$ cat src/dca_pkg.sv
// constants, codes and types for the calibration, termination and activate block
// ****************************************************************
// ****************************************************************
package dca_pkg;
    // register map (byte addresses)
    localparam logic [3:0] REG_CTRL = 4'h0;
    localparam logic [3:0] REG_STAT = 4'h4;
    localparam logic [3:0] REG_ERR = 4'h8;
    // ctrl fields
    localparam int CTRL_PU_LSB = 0;
    localparam int CTRL_PD_LSB = 4;
    localparam int CTRL_LOAD_BIT = 8;
    // status fields
    localparam int STAT_PU_LSB = 0;
    localparam int STAT_PD_LSB = 4;
    localparam int STAT_OCD_LSB = 8;
    localparam int STAT_AL_LSB = 11;
    localparam int STAT_RTT_LSB = 14;
    localparam int STAT_SR_BIT = 16;
    localparam int STAT_TERM_BIT = 17;
    localparam int STAT_BANK_LSB = 24;
    // error flags
    localparam int ERR_IDLE_ACC = 0;
    localparam int ERR_CKE_MOD = 1;
    localparam int ERR_RSV_CODE = 2;
    // impedance steps
    localparam logic [3:0] STEP_MAX = 4'hf;
    localparam logic [3:0] STEP_MIN = 4'h0;
    localparam logic [3:0] PU_RESET = 4'h8;
    localparam logic [3:0] PD_RESET = 4'h8;
    // calibration field codes, address bits 9..7, then the latency limit and burst length codes
    localparam logic [2:0] OCD_EXIT = 3'h0;
    localparam logic [2:0] OCD_DRV1 = 3'h1;
    localparam logic [2:0] OCD_DRV0 = 3'h2;
    localparam logic [2:0] OCD_ADJ = 3'h4;
    localparam logic [2:0] OCD_DFLT = 3'h7;
    localparam logic [2:0] AL_LIMIT = 3'h6;
    localparam logic [2:0] BL_FOUR = 3'h2;
    // timing
    localparam int CLK_PS = 5000;
    localparam int T_OIT_NS = 2;
    localparam int T_MOD_MIN_NS = 12;
    localparam int OIT_CYC = (T_OIT_NS * 1000 + CLK_PS - 1) / CLK_PS < 1 ? 1 :
                             (T_OIT_NS * 1000 + CLK_PS - 1) / CLK_PS;
    localparam int MOD_CYC = (T_MOD_MIN_NS * 1000 + CLK_PS - 1) / CLK_PS;
    localparam logic [3:0] OIT_CNT = 4'(OIT_CYC);
    localparam logic [3:0] MOD_CNT = 4'(MOD_CYC);
    typedef enum logic [2:0] {
        CMD_NOP = 3'b000, CMD_ACT = 3'b001, CMD_RW = 3'b010, CMD_PRE = 3'b011,
        CMD_MRS = 3'b100, CMD_SRE = 3'b101
    } dca_cmd_t;
    typedef enum logic [1:0] {
        ADJ_IDLE = 2'b00, ADJ_WAIT = 2'b01, ADJ_BURST = 2'b10
    } dca_adj_t;
endpackage

$ cat src/dca_core.sv
// device-side driver calibration, on-die termination and bank activate logic
//
// Our own choices: the register addresses and register access over AXI4-Lite.
`timescale 1ns/1ps
module dca_core import dca_pkg::*; (
    input wire logic aclk,
    input wire logic aresetn,
    input wire logic [3:0] s_axi_awaddr,
    input wire logic s_axi_awvalid,
    output logic s_axi_awready,
    input wire logic [31:0] s_axi_wdata,
    input wire logic [3:0] s_axi_wstrb,
    input wire logic s_axi_wvalid,
    output logic s_axi_wready,
    output logic [1:0] s_axi_bresp,
    output logic s_axi_bvalid,
    input wire logic s_axi_bready,
    input wire logic [3:0] s_axi_araddr,
    input wire logic s_axi_arvalid,
    output logic s_axi_arready,
    output logic [31:0] s_axi_rdata,
    output logic [1:0] s_axi_rresp,
    output logic s_axi_rvalid,
    input wire logic s_axi_rready,
    input wire logic mem_ck,
    input wire logic mem_cke,
    input wire logic mem_cs_n,
    input wire logic mem_ras_n,
    input wire logic mem_cas_n,
    input wire logic mem_we_n,
    input wire logic [2:0] mem_ba,
    input wire logic [14:0] mem_addr,
    input wire logic [7:0] mem_dq_i,
    input wire logic mem_odt,
    output logic [7:0] mem_dq_o,
    output logic mem_dq_oe_n,
    output logic mem_dqs_o,
    output logic mem_dqs_n_o,
    output logic mem_dqs_oe_n,
    output logic [2:0] term_sw,
    output logic [3:0] pu_step,
    output logic [3:0] pd_step
);
    // ****************************************************************
    // functions
    // ****************************************************************
    function automatic logic [3:0] step_move(input logic [3:0] s, input logic up, input logic dn);
        step_move = s;
        if (up && s != STEP_MAX) begin
            step_move = s + 4'h1;
        end else if (dn && s != STEP_MIN) begin
            step_move = s - 4'h1;
        end
    endfunction

    // returns {pu_up, pu_dn, pd_up, pd_dn, reserved}
    function automatic logic [4:0] adj_decode(input logic [3:0] c);
        unique case (c)
            4'b0000: adj_decode = 5'b00000;
            4'b0001: adj_decode = 5'b10000;
            4'b0010: adj_decode = 5'b01000;
            4'b0100: adj_decode = 5'b00100;
            4'b1000: adj_decode = 5'b00010;
            4'b0101: adj_decode = 5'b10100;
            4'b0110: adj_decode = 5'b01100;
            4'b1001: adj_decode = 5'b10010;
            4'b1010: adj_decode = 5'b01010;
            default: adj_decode = 5'b00001;
        endcase
    endfunction

    // ****************************************************************
    // pin synchronisers and command clock edges
    // ****************************************************************
    logic [32:0] pin_s1_q, pin_s2_q;
    logic ck_s3_q;
    always_ff @(posedge aclk) begin
        pin_s1_q <= {mem_ck, mem_cke, mem_cs_n, mem_ras_n, mem_cas_n, mem_we_n, mem_ba, mem_addr, mem_dq_i, mem_odt};
        pin_s2_q <= pin_s1_q;
        ck_s3_q <= pin_s2_q[32];
    end
    logic ck_s, cke_s, cs_n_s, ras_n_s, cas_n_s, we_n_s, odt_s;
    logic [2:0] ba_s;
    logic [14:0] addr_s;
    logic [7:0] dq_s;
    assign {ck_s, cke_s, cs_n_s, ras_n_s, cas_n_s, we_n_s, ba_s, addr_s, dq_s, odt_s} = pin_s2_q;
    logic ck_rise, ck_fall;
    assign ck_rise = ck_s && !ck_s3_q;
    assign ck_fall = !ck_s && ck_s3_q;

    dca_cmd_t cmd;
    always_comb begin
        cmd = CMD_NOP;
        if (ck_rise && !cs_n_s) begin
            unique case ({ras_n_s, cas_n_s, we_n_s})
                3'b011: cmd = cke_s ? CMD_ACT : CMD_NOP;
                3'b101, 3'b100: cmd = cke_s ? CMD_RW : CMD_NOP;
                3'b010: cmd = cke_s ? CMD_PRE : CMD_NOP;
                3'b000: cmd = cke_s ? CMD_MRS : CMD_NOP;
                3'b001: cmd = cke_s ? CMD_NOP : CMD_SRE;
                default: cmd = CMD_NOP;
            endcase
        end
    end
    logic emr1_wr, mr_wr;
    assign emr1_wr = (cmd == CMD_MRS) && ba_s == 3'b001;
    assign mr_wr = (cmd == CMD_MRS) && ba_s == 3'b000;

    // ****************************************************************
    // mode fields, self refresh, banks
    // ****************************************************************
    logic [2:0] al_q, cl_q, bl_q, ocd_q;
    logic sr_q;
    logic [7:0] bank_open_q;
    always_ff @(posedge aclk) begin
        if (!aresetn) begin
            al_q <= 3'h0;
            cl_q <= 3'h3;
            bl_q <= BL_FOUR;
            ocd_q <= OCD_EXIT;
        end else if (mr_wr) begin
            bl_q <= addr_s[2:0];
            cl_q <= addr_s[6:4];
        end else if (emr1_wr) begin
            // adjust keeps the latency already programmed
            if (addr_s[9:7] != OCD_ADJ && addr_s[5:3] <= AL_LIMIT) begin
                al_q <= addr_s[5:3];
            end
            ocd_q <= addr_s[9:7];
        end
    end

    always_ff @(posedge aclk) begin
        if (!aresetn) begin
            sr_q <= 1'b0;
        end else if (cmd == CMD_SRE) begin
            sr_q <= 1'b1;
        end else if (cke_s) begin
            sr_q <= 1'b0;
        end
    end

    logic idle_acc;
    assign idle_acc = (cmd == CMD_RW) && !bank_open_q[ba_s];
    always_ff @(posedge aclk) begin
        if (!aresetn) begin
            bank_open_q <= 8'h00;
        end else if (cmd == CMD_ACT) begin
            bank_open_q[ba_s] <= 1'b1;
        end else if (cmd == CMD_PRE) begin
            if (addr_s[10]) begin
                bank_open_q <= 8'h00;
            end else begin
                bank_open_q[ba_s] <= 1'b0;
            end
        end
    end

    // ****************************************************************
    // adjust burst capture and step counters
    // ****************************************************************
    dca_adj_t adj_q;
    logic [3:0] wl_cnt_q;
    logic [1:0] bit_q;
    logic [3:0] code_q;
    logic code_done;
    logic [3:0] wl;
    assign wl = {1'b0, al_q} + {1'b0, cl_q} - 4'h1;
    assign code_done = adj_q == ADJ_BURST && bit_q == 2'h3 && ck_fall;
    always_ff @(posedge aclk) begin
        if (!aresetn) begin
            adj_q <= ADJ_IDLE;
            wl_cnt_q <= 4'h0;
            bit_q <= 2'h0;
            code_q <= 4'h0;
        end else begin
            unique case (adj_q)
                ADJ_IDLE: begin
                    if (emr1_wr && addr_s[9:7] == OCD_ADJ) begin
                        adj_q <= ADJ_WAIT;
                        wl_cnt_q <= 4'h1;
                    end
                end
                ADJ_WAIT: begin
                    if (ck_rise) begin
                        wl_cnt_q <= wl_cnt_q + 4'h1;
                        if (wl_cnt_q == wl) begin
                            // bit time zero lands on the first edge, any burst type
                            code_q[3] <= dq_s[0];
                            bit_q <= 2'h1;
                            adj_q <= ADJ_BURST;
                        end
                    end
                end
                ADJ_BURST: begin
                    if (ck_rise || ck_fall) begin
                        code_q[2'h3 - bit_q] <= dq_s[0];
                        bit_q <= bit_q + 2'h1;
                        if (bit_q == 2'h3) begin
                            adj_q <= ADJ_IDLE;
                        end
                    end
                end
                default: adj_q <= ADJ_IDLE;
            endcase
        end
    end
    logic [3:0] code_full;
    logic [4:0] dec;
    assign code_full = {code_q[3:1], dq_s[0]};
    assign dec = adj_decode(code_full);

    logic [31:0] ctrl_q;
    logic ctrl_load_q;
    always_ff @(posedge aclk) begin
        if (!aresetn) begin
            pu_step <= PU_RESET;
            pd_step <= PD_RESET;
        end else if (ctrl_load_q) begin
            pu_step <= ctrl_q[CTRL_PU_LSB +: 4];
            pd_step <= ctrl_q[CTRL_PD_LSB +: 4];
        end else if (code_done) begin
            // one setting shared by every dq and strobe driver
            pu_step <= step_move(pu_step, dec[4], dec[3]);
            pd_step <= step_move(pd_step, dec[2], dec[1]);
        end
    end

    // ****************************************************************
    // drive mode outputs
    // ****************************************************************
    logic [3:0] oit_cnt_q;
    logic [2:0] drv_mode_q;
    always_ff @(posedge aclk) begin
        if (!aresetn) begin
            oit_cnt_q <= 4'h0;
            drv_mode_q <= OCD_EXIT;
        end else if (emr1_wr && (addr_s[9:7] == OCD_DRV1 || addr_s[9:7] == OCD_DRV0 || addr_s[9:7] == OCD_EXIT)) begin
            oit_cnt_q <= OIT_CNT;
            drv_mode_q <= addr_s[9:7];
        end else if (oit_cnt_q != 4'h0) begin
            oit_cnt_q <= oit_cnt_q - 4'h1;
        end
    end
    always_ff @(posedge aclk) begin
        if (!aresetn) begin
            mem_dq_o <= 8'h00;
            mem_dqs_o <= 1'b0;
            mem_dqs_n_o <= 1'b1;
            mem_dq_oe_n <= 1'b1;
            mem_dqs_oe_n <= 1'b1;
        end else if (oit_cnt_q == 4'h1) begin
            mem_dq_oe_n <= drv_mode_q == OCD_EXIT;
            mem_dqs_oe_n <= drv_mode_q == OCD_EXIT;
            mem_dq_o <= {8{drv_mode_q == OCD_DRV1}};
            mem_dqs_o <= drv_mode_q == OCD_DRV1;
            mem_dqs_n_o <= drv_mode_q != OCD_DRV1;
        end
    end

    // ****************************************************************
    // on-die termination
    // ****************************************************************
    logic [1:0] rtt_q, rtt_new_q;
    logic [3:0] mod_cnt_q;
    always_ff @(posedge aclk) begin
        if (!aresetn) begin
            rtt_q <= 2'h0;
            rtt_new_q <= 2'h0;
            mod_cnt_q <= 4'h0;
        end else if (emr1_wr) begin
            rtt_new_q <= {addr_s[6], addr_s[2]};
            mod_cnt_q <= MOD_CNT;
        end else if (mod_cnt_q == 4'h1) begin
            rtt_q <= rtt_new_q;
            mod_cnt_q <= 4'h0;
        end else if (mod_cnt_q != 4'h0) begin
            mod_cnt_q <= mod_cnt_q - 4'h1;
        end
    end
    always_ff @(posedge aclk) begin
        if (!aresetn || sr_q || !odt_s) begin
            term_sw <= 3'h0;
        end else begin
            // one switch set covers dq, dm and both strobe pairs
            unique case (rtt_q)
                2'h1: term_sw <= 3'b001;
                2'h2: term_sw <= 3'b010;
                2'h3: term_sw <= 3'b100;
                default: term_sw <= 3'b000;
            endcase
        end
    end

    // ****************************************************************
    // register bus slave
    // ****************************************************************
    logic aw_have_q, w_have_q;
    logic [3:0] awaddr_q;
    logic [31:0] wdata_q;
    logic [3:0] wstrb_q;
    logic [2:0] err_q;
    logic wr_go;
    assign wr_go = aw_have_q && w_have_q && !s_axi_bvalid;
    always_ff @(posedge aclk) begin
        if (!aresetn) begin
            aw_have_q <= 1'b0;
            w_have_q <= 1'b0;
            awaddr_q <= 4'h0;
            wdata_q <= 32'h0;
            wstrb_q <= 4'h0;
            s_axi_awready <= 1'b1;
            s_axi_wready <= 1'b1;
            s_axi_bvalid <= 1'b0;
            s_axi_bresp <= 2'h0;
        end else begin
            if (s_axi_awvalid && s_axi_awready) begin
                aw_have_q <= 1'b1;
                awaddr_q <= s_axi_awaddr;
                s_axi_awready <= 1'b0;
            end
            if (s_axi_wvalid && s_axi_wready) begin
                w_have_q <= 1'b1;
                wdata_q <= s_axi_wdata;
                wstrb_q <= s_axi_wstrb;
                s_axi_wready <= 1'b0;
            end
            if (wr_go) begin
                aw_have_q <= 1'b0;
                w_have_q <= 1'b0;
                s_axi_bvalid <= 1'b1;
                s_axi_bresp <= (awaddr_q == REG_CTRL || awaddr_q == REG_ERR) ? 2'h0 : 2'h2;
            end
            if (s_axi_bvalid && s_axi_bready) begin
                s_axi_bvalid <= 1'b0;
                s_axi_awready <= 1'b1;
                s_axi_wready <= 1'b1;
            end
        end
    end
    always_ff @(posedge aclk) begin
        if (!aresetn) begin
            ctrl_q <= {16'h0, 8'h0, PD_RESET, PU_RESET};
            ctrl_load_q <= 1'b0;
        end else begin
            ctrl_load_q <= 1'b0;
            if (wr_go && awaddr_q == REG_CTRL) begin
                for (int i = 0; i < 4; i++) begin
                    if (wstrb_q[i]) begin
                        ctrl_q[i*8 +: 8] <= wdata_q[i*8 +: 8];
                    end
                end
                ctrl_load_q <= wstrb_q[1] && wdata_q[CTRL_LOAD_BIT];
            end
        end
    end
    // set beats clear in the same cycle
    always_ff @(posedge aclk) begin
        if (!aresetn) begin
            err_q <= 3'h0;
        end else begin
            err_q <= (err_q & ~((wr_go && awaddr_q == REG_ERR && wstrb_q[0]) ? wdata_q[2:0] : 3'h0))
                | {code_done && dec[0], mod_cnt_q != 4'h0 && !cke_s, idle_acc};
        end
    end
    logic [31:0] stat;
    always_comb begin
        stat = 32'h0;
        stat[STAT_PU_LSB +: 4] = pu_step;
        stat[STAT_PD_LSB +: 4] = pd_step;
        stat[STAT_OCD_LSB +: 3] = ocd_q;
        stat[STAT_AL_LSB +: 3] = al_q;
        stat[STAT_RTT_LSB +: 2] = rtt_q;
        stat[STAT_SR_BIT] = sr_q;
        stat[STAT_TERM_BIT] = term_sw != 3'h0;
        stat[STAT_BANK_LSB +: 8] = bank_open_q;
    end
    always_ff @(posedge aclk) begin
        if (!aresetn) begin
            s_axi_arready <= 1'b1;
            s_axi_rvalid <= 1'b0;
            s_axi_rdata <= 32'h0;
            s_axi_rresp <= 2'h0;
        end else if (s_axi_arvalid && s_axi_arready) begin
            s_axi_arready <= 1'b0;
            s_axi_rvalid <= 1'b1;
            s_axi_rresp <= 2'h0;
            unique case (s_axi_araddr)
                REG_CTRL: s_axi_rdata <= ctrl_q;
                REG_STAT: s_axi_rdata <= stat;
                REG_ERR: s_axi_rdata <= {29'h0, err_q};
                default: begin
                    s_axi_rdata <= 32'h0;
                    s_axi_rresp <= 2'h2;
                end
            endcase
        end else if (s_axi_rvalid && s_axi_rready) begin
            s_axi_rvalid <= 1'b0;
            s_axi_arready <= 1'b1;
        end
    end
endmodule

$ cat config.mk
export PLATFORM = sky130hd
export DESIGN_NAME = dca_core
export DESIGN_NICKNAME = d
export VERILOG_FILES = /design/src/dca_pkg.sv /design/src/dca_core.sv
export SDC_FILE = /design/constraint.sdc
export NUM_CORES = 1
export LEC_CHECK = 0
export BUFFER_PORTS_ARGS = -buffer_cell sky130_fd_sc_hd__buf_2
export CAP_MARGIN = 5
export CELL_PAD_IN_SITES_DETAIL_PLACEMENT = 2
export CELL_PAD_IN_SITES_GLOBAL_PLACEMENT = 2
export CORE_MARGIN = 1
export CORE_UTILIZATION = 33
export CTS_CLUSTER_DIAMETER = 80
export DETAILED_ROUTE_END_ITERATION = 8
export HOLD_SLACK_MARGIN = 0.12
export PLACE_DENSITY_LB_ADDON = 0.1
export RECOVER_POWER = 25
export SLEW_MARGIN = 40
export SYNTH_ARGS = -nofsm -noshare
export SYNTH_HDL_FRONTEND = slang
export SYNTH_SLANG_ARGS = --single-unit
$ cat constraint.sdc
create_clock -name aclk -period 3 [get_ports aclk]
set_input_delay 0.45 -clock aclk [delete_from_list [all_inputs] [get_ports aclk]]
set_output_delay 0.45 -clock aclk [all_outputs]
set_load 0.02 [all_outputs]
==> reports/metrics.sh <==
GRT_START_MAX_NET_PINS=53
MET3ROUTEDLENGTH_UM=971
HTREE_LEVELS=1
DRT_DRC_VIOLATIONS_LEFT=0
SEQUENTIAL_CELL_AREA_MM2=0.00432
FIN_WORST_HOLD_SLACK_PS=165
CHAIN_OF_CELLS_FORMING_THE_CRITICAL_PATH='inv_1 > ha_1 > inv_1 > ha_1 > inv_1 > fa_1 > xnor3_1 > nor4_2 > nand2_1 > a41o_1'
SYNTH.LIB_CELLS_USED.DISTINCT=59
TOTAL_SWITCHING_POWER_mW=1.65
DRV_SLEW=27
CTS.PATH.MAX_BUFFERS=3
LEFTOVER_OVERFLOW_AT_THE_END_OF_GLOBAL_ROUTING=0
POWER.SHARE.SWITCHING_PCT=24.7
GLOBALPLACE.CONGESTION=0.775
FINAL_HOLD_FAILS=0
POST-ROUTE-UTIL_PCT=41.2
WORST_SLEW_MARGIN_REL_PCT=-8.79
TIMING.CRITICAL_PATH.FROM_TYPE='flop'
FILLER_CELL_COUNT=2830
WORST-SETUP-PATH-TYPE='reg2reg'
ROWS=58
YOSYSWARNINGCOUNT=0
CLOCK_INSERTION_DELAY_WORST_SKEW_PS=530
SYNTHESIZED_INSTANCE_COUNT=970
DR.FIRST_ITER.DRC_COUNT=254
LAYOUT.NETS=1210
SYN-CELL-AREA_MM2=0.00840
STATIC-LEAKAGE-POWER_nW=4.16
MAX_SLEW.WORST_PIN.SLEW_PS=1630
CRITPATHCAPTURETYPE='flop'
NUMBER_OF_SYNTHESIZED_FLOPS_WITH_AN_ENABLE_PIN=0
ANTENNA_FOUND_INITIAL=0
CTS_TREE='yes'
REPORT.POWER.TOTAL_mW=6.69
DPL-INSTANCE-AREA_MM2=0.00934
TIMING.CRITICAL_PATH.FANOUT_MAX=5
TRACK_USAGE_PCT=20.2
ANTENNA_CELLS_INSERTED=0
HPWL_UM=18200
FIRST_GLOBAL_VIAS=7721
PORT_BUFFERS=132
POST-ROUTE-MIN-PERIOD_PS=2640
FOOTPRINT_OF_THE_MULTI_INPUT_GATES_MM2=0.00370
CORE-AREA_MM2=0.0250
ROUTED_WL_UM=25900
CRITICAL_PATH_BUF_INV_COUNT=3
AREA_GROWTH_SYN_TO_LAYOUT_PCT=22.8
DRTPASS1ITERATIONS=4
CRIT_FAMILY='adder cells'
ROUTED_VIA_DENSITY=5.01
DETAIL_ROUTE.WL_PER_CELL_UM=17.9
TIMING.HOLD.WORST.CLASS='in2reg'
CP_COMMON_CELL='sky130_fd_sc_hd__inv_1'
FINAL.PERIOD_UTILIZATION_PCT=87.9
FINAL_CELL_AREA_MM2=0.0103
TIMING.CRITICAL_PATH.REQUIRED_PS=3410
OUTCOME='finished, violations left'
MAXCLOCKFREQUENCY_MHz=379
POWER.IR.VDD_WORST_mV=0.310
CLOCK_POWER_SHARE_PCT=44.1
CP.ARRIVAL_PS=3050
CLK_TRANSITION_REPORTED_PATHS_PS=60
FINAL.SETUP_SKEW_PS=13.9
POST_ROUTE_CELLS_DRIVE_ABOVE_1_SHARE_PCT=17.1
MAXUSEDROUTINGLAYER='met4'
SUM_OF_NEGATIVE_SETUP_SLACK_PS=0
POST_SYNTH.CELL_AREA_AVG_UM2=8.66
MET1_WIRE_LENGTH_UM=12600
CPPEAKSTAGEDELAY_PS=400
TRITONCTS_BUFFERS=25
DIE_W_UM=162
YS_SEQ_AREA_SHARE_PCT=51.5
POWER_FRAC_COMB_PCT=9.7
RSZ0062_AT_GRT='false'
CLOCK_TREE.ROOT_CELL='sky130_fd_sc_hd__clkbuf_16'
ANT_NETS=0
VIA_COUNT=7244
IOS=148
PWR_DENSITY_CELL_mW_PER_MM2=649
TIMING.MAX_CAP.VIOLATIONS=1
SHARE_SEQ_OF_TOTAL_POWER_PCT=46.2
YS_SEQ_ELEMENTS=216
FAILING_CHECKS='capacitance limit, slew limit'
DIE_H_UM=162
SYNTH_ASYNC_SR_FLOP_SHARE_PCT=0
DIE_AREA_MM2=0.0261
MET2_WIRELENGTH_UM=11900
TIMING.CRITICAL_PATH.SLOWEST_STAGE_CELL='sky130_fd_sc_hd__fa_1'
INTERNAL_POWER_mW=5.04
STARTING_DENSITY_PCT=33.5
SETUP_VIOL=0
GRT_PASS1_WL_UM=41800
CLOCK-SINKS=216
POSTSYNTH.TOPFLOPCELL='sky130_fd_sc_hd__dfxtp_1'
==> routing by layer <==
layer,track usage (%),vias up
met4,5.15,0
met2,33.4,120
li1,-,3562
met5,0,-
met3,2.70,28
met1,27.6,3534
==> layout make-up <==
class	count	area share [%]
Clock inverter	2	0.376
Sequential cell	216	41.9
Inverter	28	1.03
Timing Repair Buffer	169	9.44
Clock buffer	40	7.29
Multi-Input combinational cell	662	35.9
Tap cell	330	4.00
==> power by group through the flow <==
stage / clock, mW / combinational [mW] / sequential [mW]
final: 2.95 / 0.647 / 3.09
after global routing: 3.15 / 0.734 / 3.11
after CTS: 3.05 / 0.665 / 3.09
after detailed placement: 0 / 0.632 / 3.15
after global placement: 0 / 0.607 / 3.15
after floorplan: 0 / 0.446 / 3.11
==> state kept, by name, summed over array words and instances, names as in the netlist, 4 cells and up <==
register,count
awaddr_q,4
s_axi_rdata,32
mod_cnt_q,4
wl_cnt_q,4
pin_s1_q,20
ctrl_q,32
oit_cnt_q,4
pd_step,4
bank_open_q,8
wstrb_q,4
pin_s2_q,20
wdata_q,32
pu_step,4
==> worst reg2reg max path, cell delays in order (launching register included) <==
cell                      delay (ps)
sky130_fd_sc_hd__dfxtp_1         350
sky130_fd_sc_hd__inv_1            50
sky130_fd_sc_hd__ha_1            280
sky130_fd_sc_hd__inv_1            70
sky130_fd_sc_hd__ha_1            140
sky130_fd_sc_hd__inv_1            50
sky130_fd_sc_hd__fa_1            400
sky130_fd_sc_hd__xnor3_1         370
sky130_fd_sc_hd__nor4_2          360
sky130_fd_sc_hd__nand2_1         200
sky130_fd_sc_hd__a41o_1          260
==> path summary, 6_finish.rpt <==
path / start / endpoint / slack [ps] / cells after the start
hold / removal: s_axi_wdata[30] / wdata_q[30] / 160 / 3
setup reg to reg: al_q[1] / code_q[3] / 360 / 10
setup / recovery: al_q[1] / code_q[3] / 360 / 10
hold reg to reg: pin_s1_q[14] / pin_s2_q[14] / 320 / 0
==> through the flow <==
| step | worst slack [ps] | instances |
|---|---|---|
| 2_1_floorplan | 610 | 971 |
| 3_3_place_gp | 334 | 1384 |
| 3_5_place_dp | 208 | 1384 |
| 4_1_cts | 204 | 1447 |
| 5_1_grt | 194 | 1447 |
| 6_report | 364 | 1447 |
==> cells in the mapped netlist (all sizes together) (5+ instances only) <==
| master | count | area share (%) |
|---|---|---|
| a211oi | 5 | 0.51 |
| a21o | 5 | 0.45 |
| a21oi | 146 | 8.7 |
| a22oi | 22 | 2.0 |
| buf | 26 | 1.8 |
| clkbuf | 39 | 1.7 |
| dfxtp | 216 | 51 |
| ha | 21 | 3.1 |
| inv | 27 | 1.2 |
| mux2i | 19 | 2.3 |
| nand2 | 158 | 7.1 |
| nand2b | 5 | 0.37 |
| nand3 | 66 | 4.0 |
| nand4 | 7 | 0.52 |
| nor2 | 93 | 4.2 |
| nor2b | 9 | 0.67 |
| nor3 | 14 | 0.89 |
| o21ai | 21 | 1.3 |
| xnor2 | 6 | 0.63 |
| xor2 | 6 | 0.63 |
==> what timing repair did <==
item	in CTS	in global routing
resized for setup	0	1
setup buffers	0	0
endpoints found under the setup margin	0	1
hold endpoints to repair	21	0
hold buffers	21	0
==> cell families (layout without fill, tap and decap cells) <==
family | Yosys count | in the layout | share of synthesized area [%]
AO/OA/AOI/OAI | 219 | 219 | 14.8
XOR/XNOR | 13 | 13 | 1.52
adder cells (fa/ha/maj) | 24 | 24 | 3.84
buffers and inverters | 93 | 239 | 4.77
flip-flops | 216 | 216 | 51.5
multiplexers | 23 | 23 | 3.07
other | 1 | 2 | 0.0447
AND/OR/NAND/NOR | 381 | 381 | 20.4
==> cell usage in the layout (no fill, tap or decap), types with 3 or more instances in the layout <==
master                          Yosys  final
sky130_fd_sc_hd__dfxtp_1          216    216
sky130_fd_sc_hd__nand2_1          158    158
sky130_fd_sc_hd__a21oi_1          145    145
sky130_fd_sc_hd__buf_2              8    129
sky130_fd_sc_hd__nor2_1            93     93
sky130_fd_sc_hd__nand3_1           65     65
sky130_fd_sc_hd__inv_1             26     26
sky130_fd_sc_hd__clkbuf_16          0     25
sky130_fd_sc_hd__a22oi_1           22     22
sky130_fd_sc_hd__o21ai_0           21     21
sky130_fd_sc_hd__ha_1              21     21
sky130_fd_sc_hd__dlygate4sd3_1      0     21
sky130_fd_sc_hd__mux2i_1           19     19
sky130_fd_sc_hd__clkbuf_1          39     14
sky130_fd_sc_hd__nor3_1            13     13
sky130_fd_sc_hd__buf_4             11     12
sky130_fd_sc_hd__nor2b_1            9      9
sky130_fd_sc_hd__nand4_1            7      7
sky130_fd_sc_hd__clkbuf_8           0      7
sky130_fd_sc_hd__xor2_1             6      6
sky130_fd_sc_hd__xnor2_1            6      6
sky130_fd_sc_hd__a21o_1             5      5
sky130_fd_sc_hd__nand2b_1           5      5
sky130_fd_sc_hd__and2_1             4      4
sky130_fd_sc_hd__a31oi_1            4      4
sky130_fd_sc_hd__a211oi_1           4      4
sky130_fd_sc_hd__nand4b_1           3      3
sky130_fd_sc_hd__nand3b_1           3      3
sky130_fd_sc_hd__or3_1              3      3
sky130_fd_sc_hd__and3_1             3      3
sky130_fd_sc_hd__o21a_1             3      3
sky130_fd_sc_hd__a2bb2oi_1          3      3
sky130_fd_sc_hd__fa_1               3      3
No activity file was read; power rests on OpenSTA's default activity.
